$ cat config.mk
export PLATFORM = sky130hd
export DESIGN_NAME = uim_top
export DESIGN_NICKNAME = d
export VERILOG_FILES = /design/src/rtl/uim_pkg.sv /design/src/rtl/uim_top.sv
export SDC_FILE = /design/constraint.sdc
export NUM_CORES = 1
export LEC_CHECK = 0
export BUFFER_PORTS_ARGS = -buffer_cell sky130_fd_sc_hd__buf_2
export CELL_PAD_IN_SITES_DETAIL_PLACEMENT = 2
export CELL_PAD_IN_SITES_GLOBAL_PLACEMENT = 2
export CORE_MARGIN = 5
export CORE_UTILIZATION = 34
export CTS_CLUSTER_DIAMETER = 120
export DETAILED_ROUTE_END_ITERATION = 6
export GPL_ROUTABILITY_DRIVEN = 1
export PLACE_DENSITY_LB_ADDON = 0.3
export SLEW_MARGIN = 5
export SYNTH_ARGS = -nofsm -noshare
export SYNTH_HDL_FRONTEND = slang
export SYNTH_SLANG_ARGS = --single-unit
$ cat constraint.sdc
create_clock -name clk_i -period 4.3 [get_ports clk_i]
set_input_delay 0.215 -clock clk_i [delete_from_list [all_inputs] [get_ports clk_i]]
set_output_delay 0.215 -clock clk_i [all_outputs]
set_load 0.03 [all_outputs]
$ cat src/rtl/uim_pkg.sv
package uim_pkg;

    // ************************************************************
    // Register map
    // ************************************************************
    localparam logic [15:0] UIM_ADDR_ENABLE = 16'hFFFD;
    localparam logic [15:0] UIM_ADDR_STATUS = 16'hFFF0;
    localparam logic [15:0] UIM_ADDR_VECTOR = 16'hFFF1;

    // ************************************************************
    // Field positions, shared by enable and status
    // ************************************************************
    localparam int unsigned UIM_BIT_BUS_RESET = 7;
    localparam int unsigned UIM_BIT_SUSPEND = 6;
    localparam int unsigned UIM_BIT_RESUME = 5;
    localparam int unsigned UIM_BIT_FRAME = 4;
    localparam int unsigned UIM_BIT_PSEUDO_FRAME = 3;
    localparam int unsigned UIM_BIT_SETUP_DONE = 2;
    localparam int unsigned UIM_BIT_RESERVED = 1;
    localparam int unsigned UIM_BIT_SETUP_OVERWRITE = 0;

    localparam logic [7:0] UIM_IMPL_BITS = 8'hFD;
    localparam logic [7:0] UIM_ENABLE_RESET = 8'h00;
    localparam logic [7:0] UIM_STATUS_RESET = 8'h00;
    localparam logic [7:0] UIM_READ_IDLE = 8'h00;
    localparam logic [7:0] UIM_CLEAR_ALL = 8'hFF;

    // ************************************************************
    // Timing
    // ************************************************************
    localparam int unsigned UIM_CLK_PERIOD_NS = 10;
    localparam int unsigned UIM_PSEUDO_FRAME_NS = 1000000;
    localparam int unsigned UIM_PSEUDO_FRAME_CYCLES = UIM_PSEUDO_FRAME_NS / UIM_CLK_PERIOD_NS;
    localparam int unsigned UIM_FRAME_CNT_W = 17;
    localparam logic [UIM_FRAME_CNT_W-1:0] UIM_FRAME_CNT_RESET = 17'h00000;

    // ************************************************************
    // Carriers
    // ************************************************************
    typedef struct packed {
        logic [15:0] addr;
        logic [7:0] wdata;
        logic wr;
        logic rd;
    } uim_bus_req_t;

    typedef struct packed {
        logic bus_reset;
        logic suspend;
        logic resume;
        logic frame;
        logic setup_done;
    } uim_evt_t;

    typedef struct packed {
        logic [7:0] enable;
        logic [7:0] status;
        logic [UIM_FRAME_CNT_W-1:0] frame_cnt;
        logic [7:0] rd_data;
        logic [7:0] pending;
        logic irq;
    } uim_state_t;

endpackage

$ cat src/rtl/uim_top.sv
// Summary of operation
// - An event raises the interrupt only while its status bit and its enable bit are both one.
// - Enable bit 7 lets a detected bus reset interrupt the controller.
// - Enable bit 6 lets a detected suspend interrupt the controller.
// - Enable bit 4 lets a received start-of-frame packet interrupt the controller.
// - Enable bit 3 lets the locally made pseudo start-of-frame interrupt the controller.
// - Enable bit 2 lets a completed control setup stage interrupt the controller.
// - Enable bit 0 lets an overwritten setup buffer interrupt the controller.
// - Bit 1 is reserved, reads zero, ignores writes and gates nothing.
// - Status bits are set by hardware and cleared by a write to the vector register.
// - A pseudo start-of-frame fires every 1 ms while the frame timer is not locked.
// - A new setup stage arriving over an unserviced one flags a setup overwrite.
module uim_top #(
    parameter int unsigned PSEUDO_FRAME_CYCLES = uim_pkg::UIM_PSEUDO_FRAME_CYCLES
) (
    input wire logic clk_i,
    input wire logic reset_i,
    input wire uim_pkg::uim_bus_req_t bus_i,
    input wire uim_pkg::uim_evt_t evt_i,
    input wire logic frame_locked_i,
    output logic [7:0] rd_data_o,
    output logic [7:0] pending_o,
    output logic irq_o
);
    import uim_pkg::*;

    localparam logic [UIM_FRAME_CNT_W-1:0] FRAME_LAST =
        UIM_FRAME_CNT_W'(PSEUDO_FRAME_CYCLES - 1);

    uim_state_t s_reg;
    uim_state_t s_next;
    logic [7:0] set_v;
    logic [7:0] clr_v;
    logic wr_enable;
    logic wr_status;
    logic wr_vector;

    assign wr_enable = bus_i.wr && (bus_i.addr == UIM_ADDR_ENABLE);
    assign wr_status = bus_i.wr && (bus_i.addr == UIM_ADDR_STATUS);
    assign wr_vector = bus_i.wr && (bus_i.addr == UIM_ADDR_VECTOR);

    // ************************************************************
    // Next state
    // ************************************************************
    always_comb begin
        s_next = s_reg;
        set_v = UIM_STATUS_RESET;
        clr_v = UIM_STATUS_RESET;

        set_v[UIM_BIT_BUS_RESET] = evt_i.bus_reset;
        set_v[UIM_BIT_SUSPEND] = evt_i.suspend;
        set_v[UIM_BIT_RESUME] = evt_i.resume;
        set_v[UIM_BIT_FRAME] = evt_i.frame;
        set_v[UIM_BIT_SETUP_DONE] = evt_i.setup_done;
        // Host restarted control transfer before firmware read the buffer
        set_v[UIM_BIT_SETUP_OVERWRITE] = evt_i.setup_done
            && s_reg.status[UIM_BIT_SETUP_DONE];

        // Free-running local frame timer, idle while locked to the host
        if (frame_locked_i) begin
            s_next.frame_cnt = UIM_FRAME_CNT_RESET;
        end else if (s_reg.frame_cnt >= FRAME_LAST) begin
            s_next.frame_cnt = UIM_FRAME_CNT_RESET;
            set_v[UIM_BIT_PSEUDO_FRAME] = 1'b1;
        end else begin
            s_next.frame_cnt = s_reg.frame_cnt + UIM_FRAME_CNT_W'(1);
        end

        // Vector write clears everything; status write clears ones written
        if (wr_vector) begin
            clr_v = UIM_CLEAR_ALL;
        end else if (wr_status) begin
            clr_v = bus_i.wdata;
        end
        // Set wins so an event in the clearing cycle is kept
        s_next.status = ((s_reg.status & ~clr_v) | set_v) & UIM_IMPL_BITS;

        if (wr_enable) begin
            s_next.enable = bus_i.wdata & UIM_IMPL_BITS;
        end

        s_next.rd_data = UIM_READ_IDLE;
        if (bus_i.rd) begin
            case (bus_i.addr)
                UIM_ADDR_ENABLE: s_next.rd_data = s_reg.enable;
                UIM_ADDR_STATUS: s_next.rd_data = s_reg.status;
                default: s_next.rd_data = UIM_READ_IDLE;
            endcase
        end

        // Gating uses the next values so irq_o lines up with status
        s_next.pending = s_next.status & s_next.enable;
        s_next.irq = |s_next.pending;
    end

    // ************************************************************
    // State register
    // ************************************************************
    always_ff @(posedge clk_i) begin
        if (reset_i) begin
            s_reg.enable <= UIM_ENABLE_RESET;
            s_reg.status <= UIM_STATUS_RESET;
            s_reg.frame_cnt <= UIM_FRAME_CNT_RESET;
            s_reg.rd_data <= UIM_READ_IDLE;
            s_reg.pending <= UIM_STATUS_RESET;
            s_reg.irq <= 1'b0;
        end else begin
            s_reg <= s_next;
        end
    end

    assign rd_data_o = s_reg.rd_data;
    assign pending_o = s_reg.pending;
    assign irq_o = s_reg.irq;

    // Each implemented bit gates alone, so a crossed bit shows here
    for (genvar b = 0; b < 8; b++) begin : g_bit_gate
        if (UIM_IMPL_BITS[b]) begin : g_impl

        end
    end
endmodule

==> impl_metrics.toml, run 1 <==
[synth]
syn_inst = 210
synthArstFlopShare_pct = 0
synth.avg_cell_area_um2 = 9.533
synthesis.area_mm2 = 0.002002
yosysTopAreaCell = "dfxtp_1"
synth_enable_flop_cells = 0
yosysTopAreaCellShare_pct = 46.00
synthDistinctLibCells = 40
synth_top_cells_by_area = "dfxtp_1 (46%), nor2_1 (7.7%), buf_4 (6.0%), o211ai_1 (3.4%), xor2_1 (3.1%)"
yosys_warnings = 0
yosysSeqAreaShare_pct = 46.00
yosys_most_used_dff = "dfxtp_1"
synth-seq-cells = 46

[timing]
finClkSkew_ps = 10.58
finalMaxSlewViolations = 0
hold_viol_final = 0
finalHoldWorstSlack_ps = 150.0
fmax_mhz = 536.2
fin_crit_ps = 1865
maxSlewHeadroom_pct = 59.91
rsz0062_at_grt = "no"
worstMarginPinSlew_ps = 600.0
finalSetupViolCount = 0
finalSetupTns_ps = 0
fin_crit_sh_pct = 43.37
fin_ws_ps = 2435

[placed_design]
gp_congestion = 0.7127
pre_cts_ws_ps = 2072
place.port_buffers = 47
dp_hpwl_mm = 3.782

[layout]
largest_reg_flops = 31
final_util_pct = 38.86
fillCellCount = 677
nNetsFinal = 277
n_antenna_cell = 0
seqCellArea_um2 = 920.9
area_growth_pct = 12.88
layout-drive-gt1-share_pct = 26.75
multiInputGateArea_um2 = 888.4

[power]
ir_drop_uv = 151.4
power_frac_seq_pct = 55.3
p_sw_mw = 0.1747
clkPwrFrac_pct = 39.1
switching_share_pct = 22.27
combinationalPowerShare_pct = 5.6
intPower_mw = 0.6099
p_leak_nw = 0.9378
power.density_mw_per_mm2 = 347.2

[floorplan]
dieArea_mm2 = 0.007523
core_mm2 = 0.005816
die_w_um = 86.74
io_pins = 51
fp-row-count = 28
start_util_pct = 34.42
die_h_um = 86.74

[route]
drtIter0Drc = 43
wire_per_inst_um = 15.69
routed_wl_mm = 4.988
final_antenna_net_count = 0
drtPass1Iterations = 4
via_count = 1571
via_per_inst = 4.940
drc = 0

[worst_setup_path]
crit_path_start_kind = "input pin"
rrSetupSlack_ps = 2460
cp_max_fo = 8
criticalPathCategory = "input pin to register"
cp.arrival_ps = 2060
crit_required_ps = 4490
end_kind = "register"

[clock_network]
hold_buffers = 0
clock_sinks = 46
postCtsResizedCells = 0
clk_pin_slew_ps = 90
cts_root_buffer = "clkbuf_8"
numCtsBuffers = 5
cts_max_level = 2
clk_path_buf_depth = 2
clkLatencyLatePin_ps = 300
cts_tree = "built"
post-cts-setup-buffers = 0

[grt]
grt_pass1_vias = 1749
overflow = 0
antenna_found_initial = 0
grt_pass1_wl_mm = 8.293
grt_max_degree = 24
grt_usage_pct = 14.23

[job]
cap_violations = 0

[outcome]
status = "completed"

[hold_path]
min_path_type = "input pin to register"
-- path summary, 6_finish.rpt --
path / startpoint / to / depth (start not counted)
setup / recovery: bus_i[11] / irq_o / 7
hold / removal: evt_i[2] / s_reg[39] / 3
setup reg to reg: s_reg[29] / irq_o / 6
hold reg to reg: s_reg[17] / s_reg[17] / 1
-- Yosys cell counts (2+ instances only) --
master / n
o21ai_0: 2
dfxtp_1: 46
a21oi_1: 7
nor2b_1: 2
nor3_1: 8
a22oi_1: 7
nor2_1: 41
nand4_1: 4
mux2i_1: 6
or3_1: 2
xor2_1: 7
nand3_1: 6
xnor2_1: 5
buf_4: 16
inv_1: 3
clkbuf_1: 5
nand2_1: 9
nor4_4: 2
o211ai_1: 9
o22ai_1: 3
-- metal layers --
metal | global-route usage (%) | share of wire [%] | vias up | wire (um)
met5 | 0 | 0 | - | 0
met4 | 4.249 | 1.2 | 0 | 59
met3 | 3.992 | 4.1 | 6 | 206
met2 | 27.19 | 54 | 25 | 2718
met1 | 14.94 | 40 | 765 | 2003
li1 | - | - | 775 | -
-- final cells by class --
cell class,instances,area share (%)
clock buffers,8,4.873
inverters,3,0.4983
multi-input cells,139,39.31
flip-flops and latches,46,40.75
well taps,75,4.153
repair buffers,47,10.41
-- cells by family after synthesis --
kind of cell / share of synthesized area (%)
adders and majority gates: 0.6249
DFF: 46.00
xor gates and xnor gates: 5.250
muxes: 3.687
buffers and inverters: 9.813
AOI/OAI and AO/OA: 11.56
and+or+nand+nor: 22.88
other: 0.1873
-- per-stage QoR --
step / std cells / area, um^2 / power (mW)
final: 318 / 2260 / 0.7846
after global routing: 318 / 2260 / 0.8193
after CTS: 318 / 2260 / 0.7966
after detailed placement: 310 / 2150 / 0.4891
after global placement: 310 / 2150 / 0.4878
after floorplan: 211 / 2006 / 0.4704
-- power by group through the flow --
stage                     clock network (mW)  logic [mW]  registers (mW)
after floorplan                            0      0.0274           0.443
after global routing                   0.336      0.0490           0.434
after global placement                     0      0.0442           0.444
after CTS                              0.317      0.0454           0.434
after detailed placement                   0      0.0453           0.444
final                                  0.306      0.0443           0.434
-- cell usage in the layout, fill, tap and decap left out, types with 2 or more instances in the layout --
cell type,n
a22oi_1,7
nand4_1,4
o22ai_1,3
a21oi_1,7
dfxtp_1,46
o211ai_1,9
clkbuf_8,8
mux2i_1,6
nand3_1,6
nor4_4,2
xor2_1,7
nor3_1,8
nor2_1,41
inv_1,3
or3_1,2
conb_1,2
nand2_1,9
xnor2_1,5
o21ai_0,2
nor2b_1,2
buf_2,47
-- critical path, cell delays in order --
cell      delay [ps]
buf_2             90
nand4b_4         190
nor4_4           540
o211ai_1         190
a21oi_1          270
o22ai_1          130
o41a_1           420
No activity file was read; power rests on OpenSTA's default activity.
==> inputs of run 2 (changes only) <==
Settings changed: CORE_UTILIZATION 34 to 28.
Clock period 4.3 ns to 1.51 ns, I/O delays scaled along.
==> impl_metrics.toml, run 2 (same netlist as run 1, synthesis figures left out) <==
[layout]
area_growth_pct = 46.44
nNetsFinal = 319
layout_commonest_cell = "buf_2"
final_cell_mix = "buf_2 (47), dfxtp_1 (38), buf_4 (37)"
n_antenna_cell = 0
fillCellCount = 764
layout-drive-gt1-share_pct = 53.33
largest_reg_flops = 31
final_util_pct = 42.68

[floorplan]
die_w_um = 94.56
core_mm2 = 0.006869
die_h_um = 94.56
io_pins = 51
dieArea_mm2 = 0.008941
start_util_pct = 29.14
fp-row-count = 30

[hold_path]
whs_endpoint = "s_reg[39]"
hold_depth = 2
hp-start = "reset_i"
min_path_type = "input pin to register"

[route]
wire_per_inst_um = 18.10
drtPass1Iterations = 4
final_antenna_net_count = 0
drc = 0
routed_wl_mm = 6.897
drtIter0Drc = 45
via_per_inst = 4.706
via_count = 1793

[clock_network]
cts_tree = "built"
cts_root_buffer = "clkbuf_8"
clock_sinks = 46
clkLatencyLatePin_ps = 320
hold_buffers = 0
numCtsBuffers = 5
cts_max_level = 2
clk_pin_slew_ps = 100
clk_path_buf_depth = 2

[worst_setup_path]
cpPeakStageDelay_ps = 340
end_kind = "register"
rr_worst_depth = 6
cp.arrival_ps = 1810
rr_startpoint = "s_reg[31]"
cp_max_fo = 2
path_buf_inv = 0
cp_top_family = "compound AO/OA/AOI/OAI gates"
crit_chain = "nor4_4 > o211ai_1 > nand4_1 > a2bb2oi_2 > nor2_1 > o41a_1"
slowest_stage = "dfxtp_2"
worstReg2RegEnd = "irq_o"
rrSetupSlack_ps = -90
crit_path_start_kind = "register"
criticalPathCategory = "register to register"
crit_required_ps = 1720

[power]
p_leak_nw = 1.196
ir_drop_uv = 439.4
total_power_mw = 2.422
power.density_mw_per_mm2 = 826.2

[timing]
fin_ws_ps = -86.26
finalSetupViolCount = 11
finalSetupTns_ps = -433.3
fmax_mhz = 626.5
finalMaxSlewViolations = 0
rsz0062_at_grt = "yes"
finClkSkew_ps = 6.420
hold_viol_final = 0
finalHoldWorstSlack_ps = 111.9
fin_crit_sh_pct = 105.7
fin_crit_ps = 1596

[grt]
grt_usage_pct = 13.19
antenna_found_initial = 0
overflow = 0
grt_max_degree = 18
grt_pass1_vias = 1910
grt_pass1_wl_mm = 9.259

[job]
cap_violations = 0

[placed_design]
gp_congestion = 0.7664
place.port_buffers = 47
dp_hpwl_mm = 4.379

[outcome]
violations = "setup timing"
status = "finished with violations"
## run 2: cell count changes in the layout (fill, tap and decap cells not counted), sizes merged
cell and change:
bufinv +1, clkinv +1, buf +40, clkbuf -1, inv +1
## run 2: what timing repair did
action / 4_1_cts / 5_1_grt
cloned: 0 / 2
pin swaps: 11 / 23
buffers inserted: 3 / 4
endpoints found under the setup margin: 4 / 19
resized for setup: 9 / 52
## run 2: worst max-delay path by stage
| stage | start | cells past startpoint | to |
|---|---|---|---|
| global route | s_reg[31] | 6 | irq_o |
| finish | s_reg[31] | 6 | irq_o |
| detailed placement | bus_i[21] | 7 | irq_o |
| CTS | s_reg[28] | 6 | irq_o |
| floorplan | bus_i[13] | 6 | irq_o |
| global placement | bus_i[13] | 8 | irq_o |
## run 2: final cells by class
cell class	instances	area [um^2]	area share [%]
Clock inverter	3	43.79	1.494
Multi-Input combinational cell	139	1146	39.10
Sequential cell	46	935.9	31.92
Inverter	3	11.26	0.3841
Tap cell	96	120.1	4.097
Timing Repair Buffer	89	605.6	20.66
Clock buffer	5	68.82	2.347
## run 2: stage by stage
stage | setup slack (ps) | instances | area [um^2]
3_3_place_gp | -279.4 | 366 | 2494
5_1_grt | -192.0 | 381 | 2932
4_1_cts | -88.41 | 376 | 2658
6_report | -86.26 | 381 | 2932
2_1_floorplan | -123.4 | 211 | 2049
3_5_place_dp | -325.8 | 366 | 2494
## run 2: report_power, final
part / internal (mW) / switching (mW)
Combinational: 0.0974 / 0.115
Clock: 0.497 / 0.477
Sequential: 1.22 / 0.0122
## run 2: routing by layer
metal / part of all wire (%) / wire length, um / up-vias / global-route usage (%)
li1: - / - / 861 / -
met3: 4.0 / 279 / 7 / 2.948
met5: 0 / 0 / - / 0
met4: 1.5 / 102 / 0 / 4.327
met2: 49 / 3392 / 45 / 21.69
met1: 45 / 3123 / 880 / 17.09
==> inputs of run 3 (changes only) <==
Settings changed: CORE_UTILIZATION 28 to 31, CTS_BUF_LIST from default to sky130_fd_sc_hd__clkbuf_8 sky130_fd_sc_hd__clkbuf_16.
Clock period 1.51 ns to 1.71 ns, I/O delays scaled along.
==> impl_metrics.toml, run 3 (same netlist as run 1, synthesis figures left out) <==
[clock_network]
clk_pin_slew_ps = 90
numCtsBuffers = 5
clk_path_buf_depth = 2
clkLatencyLatePin_ps = 310
clock_sinks = 46
cts_tree = "built"
hold_buffers = 0
cts_max_level = 2
cts_root_buffer = "clkbuf_8"

[power]
power.density_mw_per_mm2 = 767.6
total_power_mw = 1.931
ir_drop_uv = 405.5
intPower_mw = 1.471
switching_share_pct = 23.85
combinationalPowerShare_pct = 7.2
clkPwrFrac_pct = 36.2
p_sw_mw = 0.4606
p_leak_nw = 1.083
power_frac_seq_pct = 56.6

[timing]
fmax_mhz = 593.6
finClkSkew_ps = 8.108
fin_crit_ps = 1685
fin_crit_sh_pct = 98.52
finalMaxSlewViolations = 0
rsz0062_at_grt = "yes"
hold_viol_final = 0
finalSetupViolCount = 0
finalHoldWorstSlack_ps = 71.95

[floorplan]
start_util_pct = 31.71
core_mm2 = 0.006314
die_w_um = 90.36
dieArea_mm2 = 0.008165
die_h_um = 90.36
io_pins = 51
fp-row-count = 29

[worst_setup_path]
crit_chain = "nor4_2 > buf_4 > o211ai_1 > nand4_1 > a2bb2oi_2 > nor2_1 > o41a_1"
rrSetupSlack_ps = 30
crit_start = "s_reg[28]"
cp_max_fo = 2
cp.arrival_ps = 1880
slowest_stage = "dfxtp_2"
cpPeakStageDelay_ps = 330
cp-endpoint = "irq_o"
rr_startpoint = "s_reg[28]"
criticalPathCategory = "register to register"
crit_path_start_kind = "register"
rr_worst_depth = 7
worstReg2RegEnd = "irq_o"
crit_required_ps = 1900
end_kind = "register"

[route]
drtIter0Drc = 46
via_count = 1714
wire_per_inst_um = 15.87
drtPass1Iterations = 4
via_per_inst = 4.883
final_antenna_net_count = 0
routed_wl_mm = 5.572
drc = 0

[layout]
seqCellArea_um2 = 925.9
fillCellCount = 739
n_antenna_cell = 0
multiInputGateArea_um2 = 907.1
largest_reg_flops = 31
layout_commonest_cell = "buf_2"
layout-drive-gt1-share_pct = 37.96
final_cell_mix = "buf_2 (47), dfxtp_1 (42), nor2_1 (41)"
nNetsFinal = 308
area_growth_pct = 25.69

[placed_design]
place.port_buffers = 47
dp_hpwl_mm = 4.214
gp_congestion = 0.7270

[hold_path]
min_path_type = "input pin to register"

[grt]
grt_usage_pct = 14.14
grt_max_degree = 18
grt_pass1_wl_mm = 9.239
antenna_found_initial = 0
overflow = 0
grt_pass1_vias = 1863

[outcome]
status = "completed"

[job]
cap_violations = 0
run 3: changes by cell type in the layout (fill, tap and decap cells not counted), moves of 3 or more:
| cell | before | now |
|---|---|---|
| a21oi_1 | 2 | 6 |
| a21oi_2 | 6 | 2 |
| buf_4 | 37 | 30 |
| dfxtp_1 | 38 | 42 |
| nor2_1 | 24 | 41 |
| nor2_4 | 15 | 0 |
| xor2_1 | 4 | 7 |
| xor2_2 | 3 | 0 |
run 3: layout make-up:
cell class	count	area share [%]
repair buffers	78	19.10
flip-flops and latches	46	36.80
clock inverters	2	0.4973
well taps	77	3.829
clock buffers	6	3.282
inverters	3	0.4475
multi-input cells	139	36.05
run 3: worst min-delay path by stage:
stage                  from           end  slack [ps]  depth (start not counted)
global placement    reset_i     s_reg[39]         380                          2
detailed placement  reset_i     s_reg[47]         400                          2
floorplan           reset_i  pending_o[7]         160                          1
finish              reset_i     s_reg[41]          70                          2
CTS                 reset_i     s_reg[41]          70                          2
global route        reset_i     s_reg[41]          70                          2
run 3: repair_timing:
action | in CTS | in global routing
buffers inserted | 0 | 1
pin swaps | 0 | 4
hold endpoints to repair | 0 | 0
setup endpoints to repair | 1 | 2
resized for setup | 1 | 7
run 3: layer usage:
metal / track usage, % / wire [um]
met1: 14.74 / 2165
met2: 26.89 / 3106
met3: 3.250 / 185
met4: 5.707 / 115
met5: 0 / 0
run 3: metrics by stage:
| stage | cells | cell area (um^2) | utilization, % | worst slack, ps | TNS [ps] |
|---|---|---|---|---|---|
| finish | 351 | 2516 | 39.85 | 25.39 | 0 |
| global route | 351 | 2516 | 39.85 | -71.89 | -71.89 |
| CTS | 350 | 2491 | 39.46 | 5.850 | 0 |
| detailed placement | 342 | 2390 | 37.85 | -182.6 | -182.6 |
| global placement | 342 | 2390 | 37.85 | -99.23 | -99.23 |
| floorplan | 211 | 2006 | - | 51.51 | 0 |
run 3: power groups by stage:
stage	registers (mW)	clock network [mW]	logic, mW
6_report	1.09	0.700	0.139
5_1_grt	1.09	0.773	0.154
4_1_cts	1.09	0.734	0.141
3_5_place_dp	1.12	0	0.139
3_3_place_gp	1.12	0	0.136
2_1_floorplan	1.11	0	0.0689
run 3: worst max-delay path, delay by kind of cell, from the launching register on:
kind	cells	cell delay (ps)
AO/OA/AOI/OAI	3	600
AND/OR/NAND/NOR	3	490
flip-flops	1	330
buffers and inverters	1	150
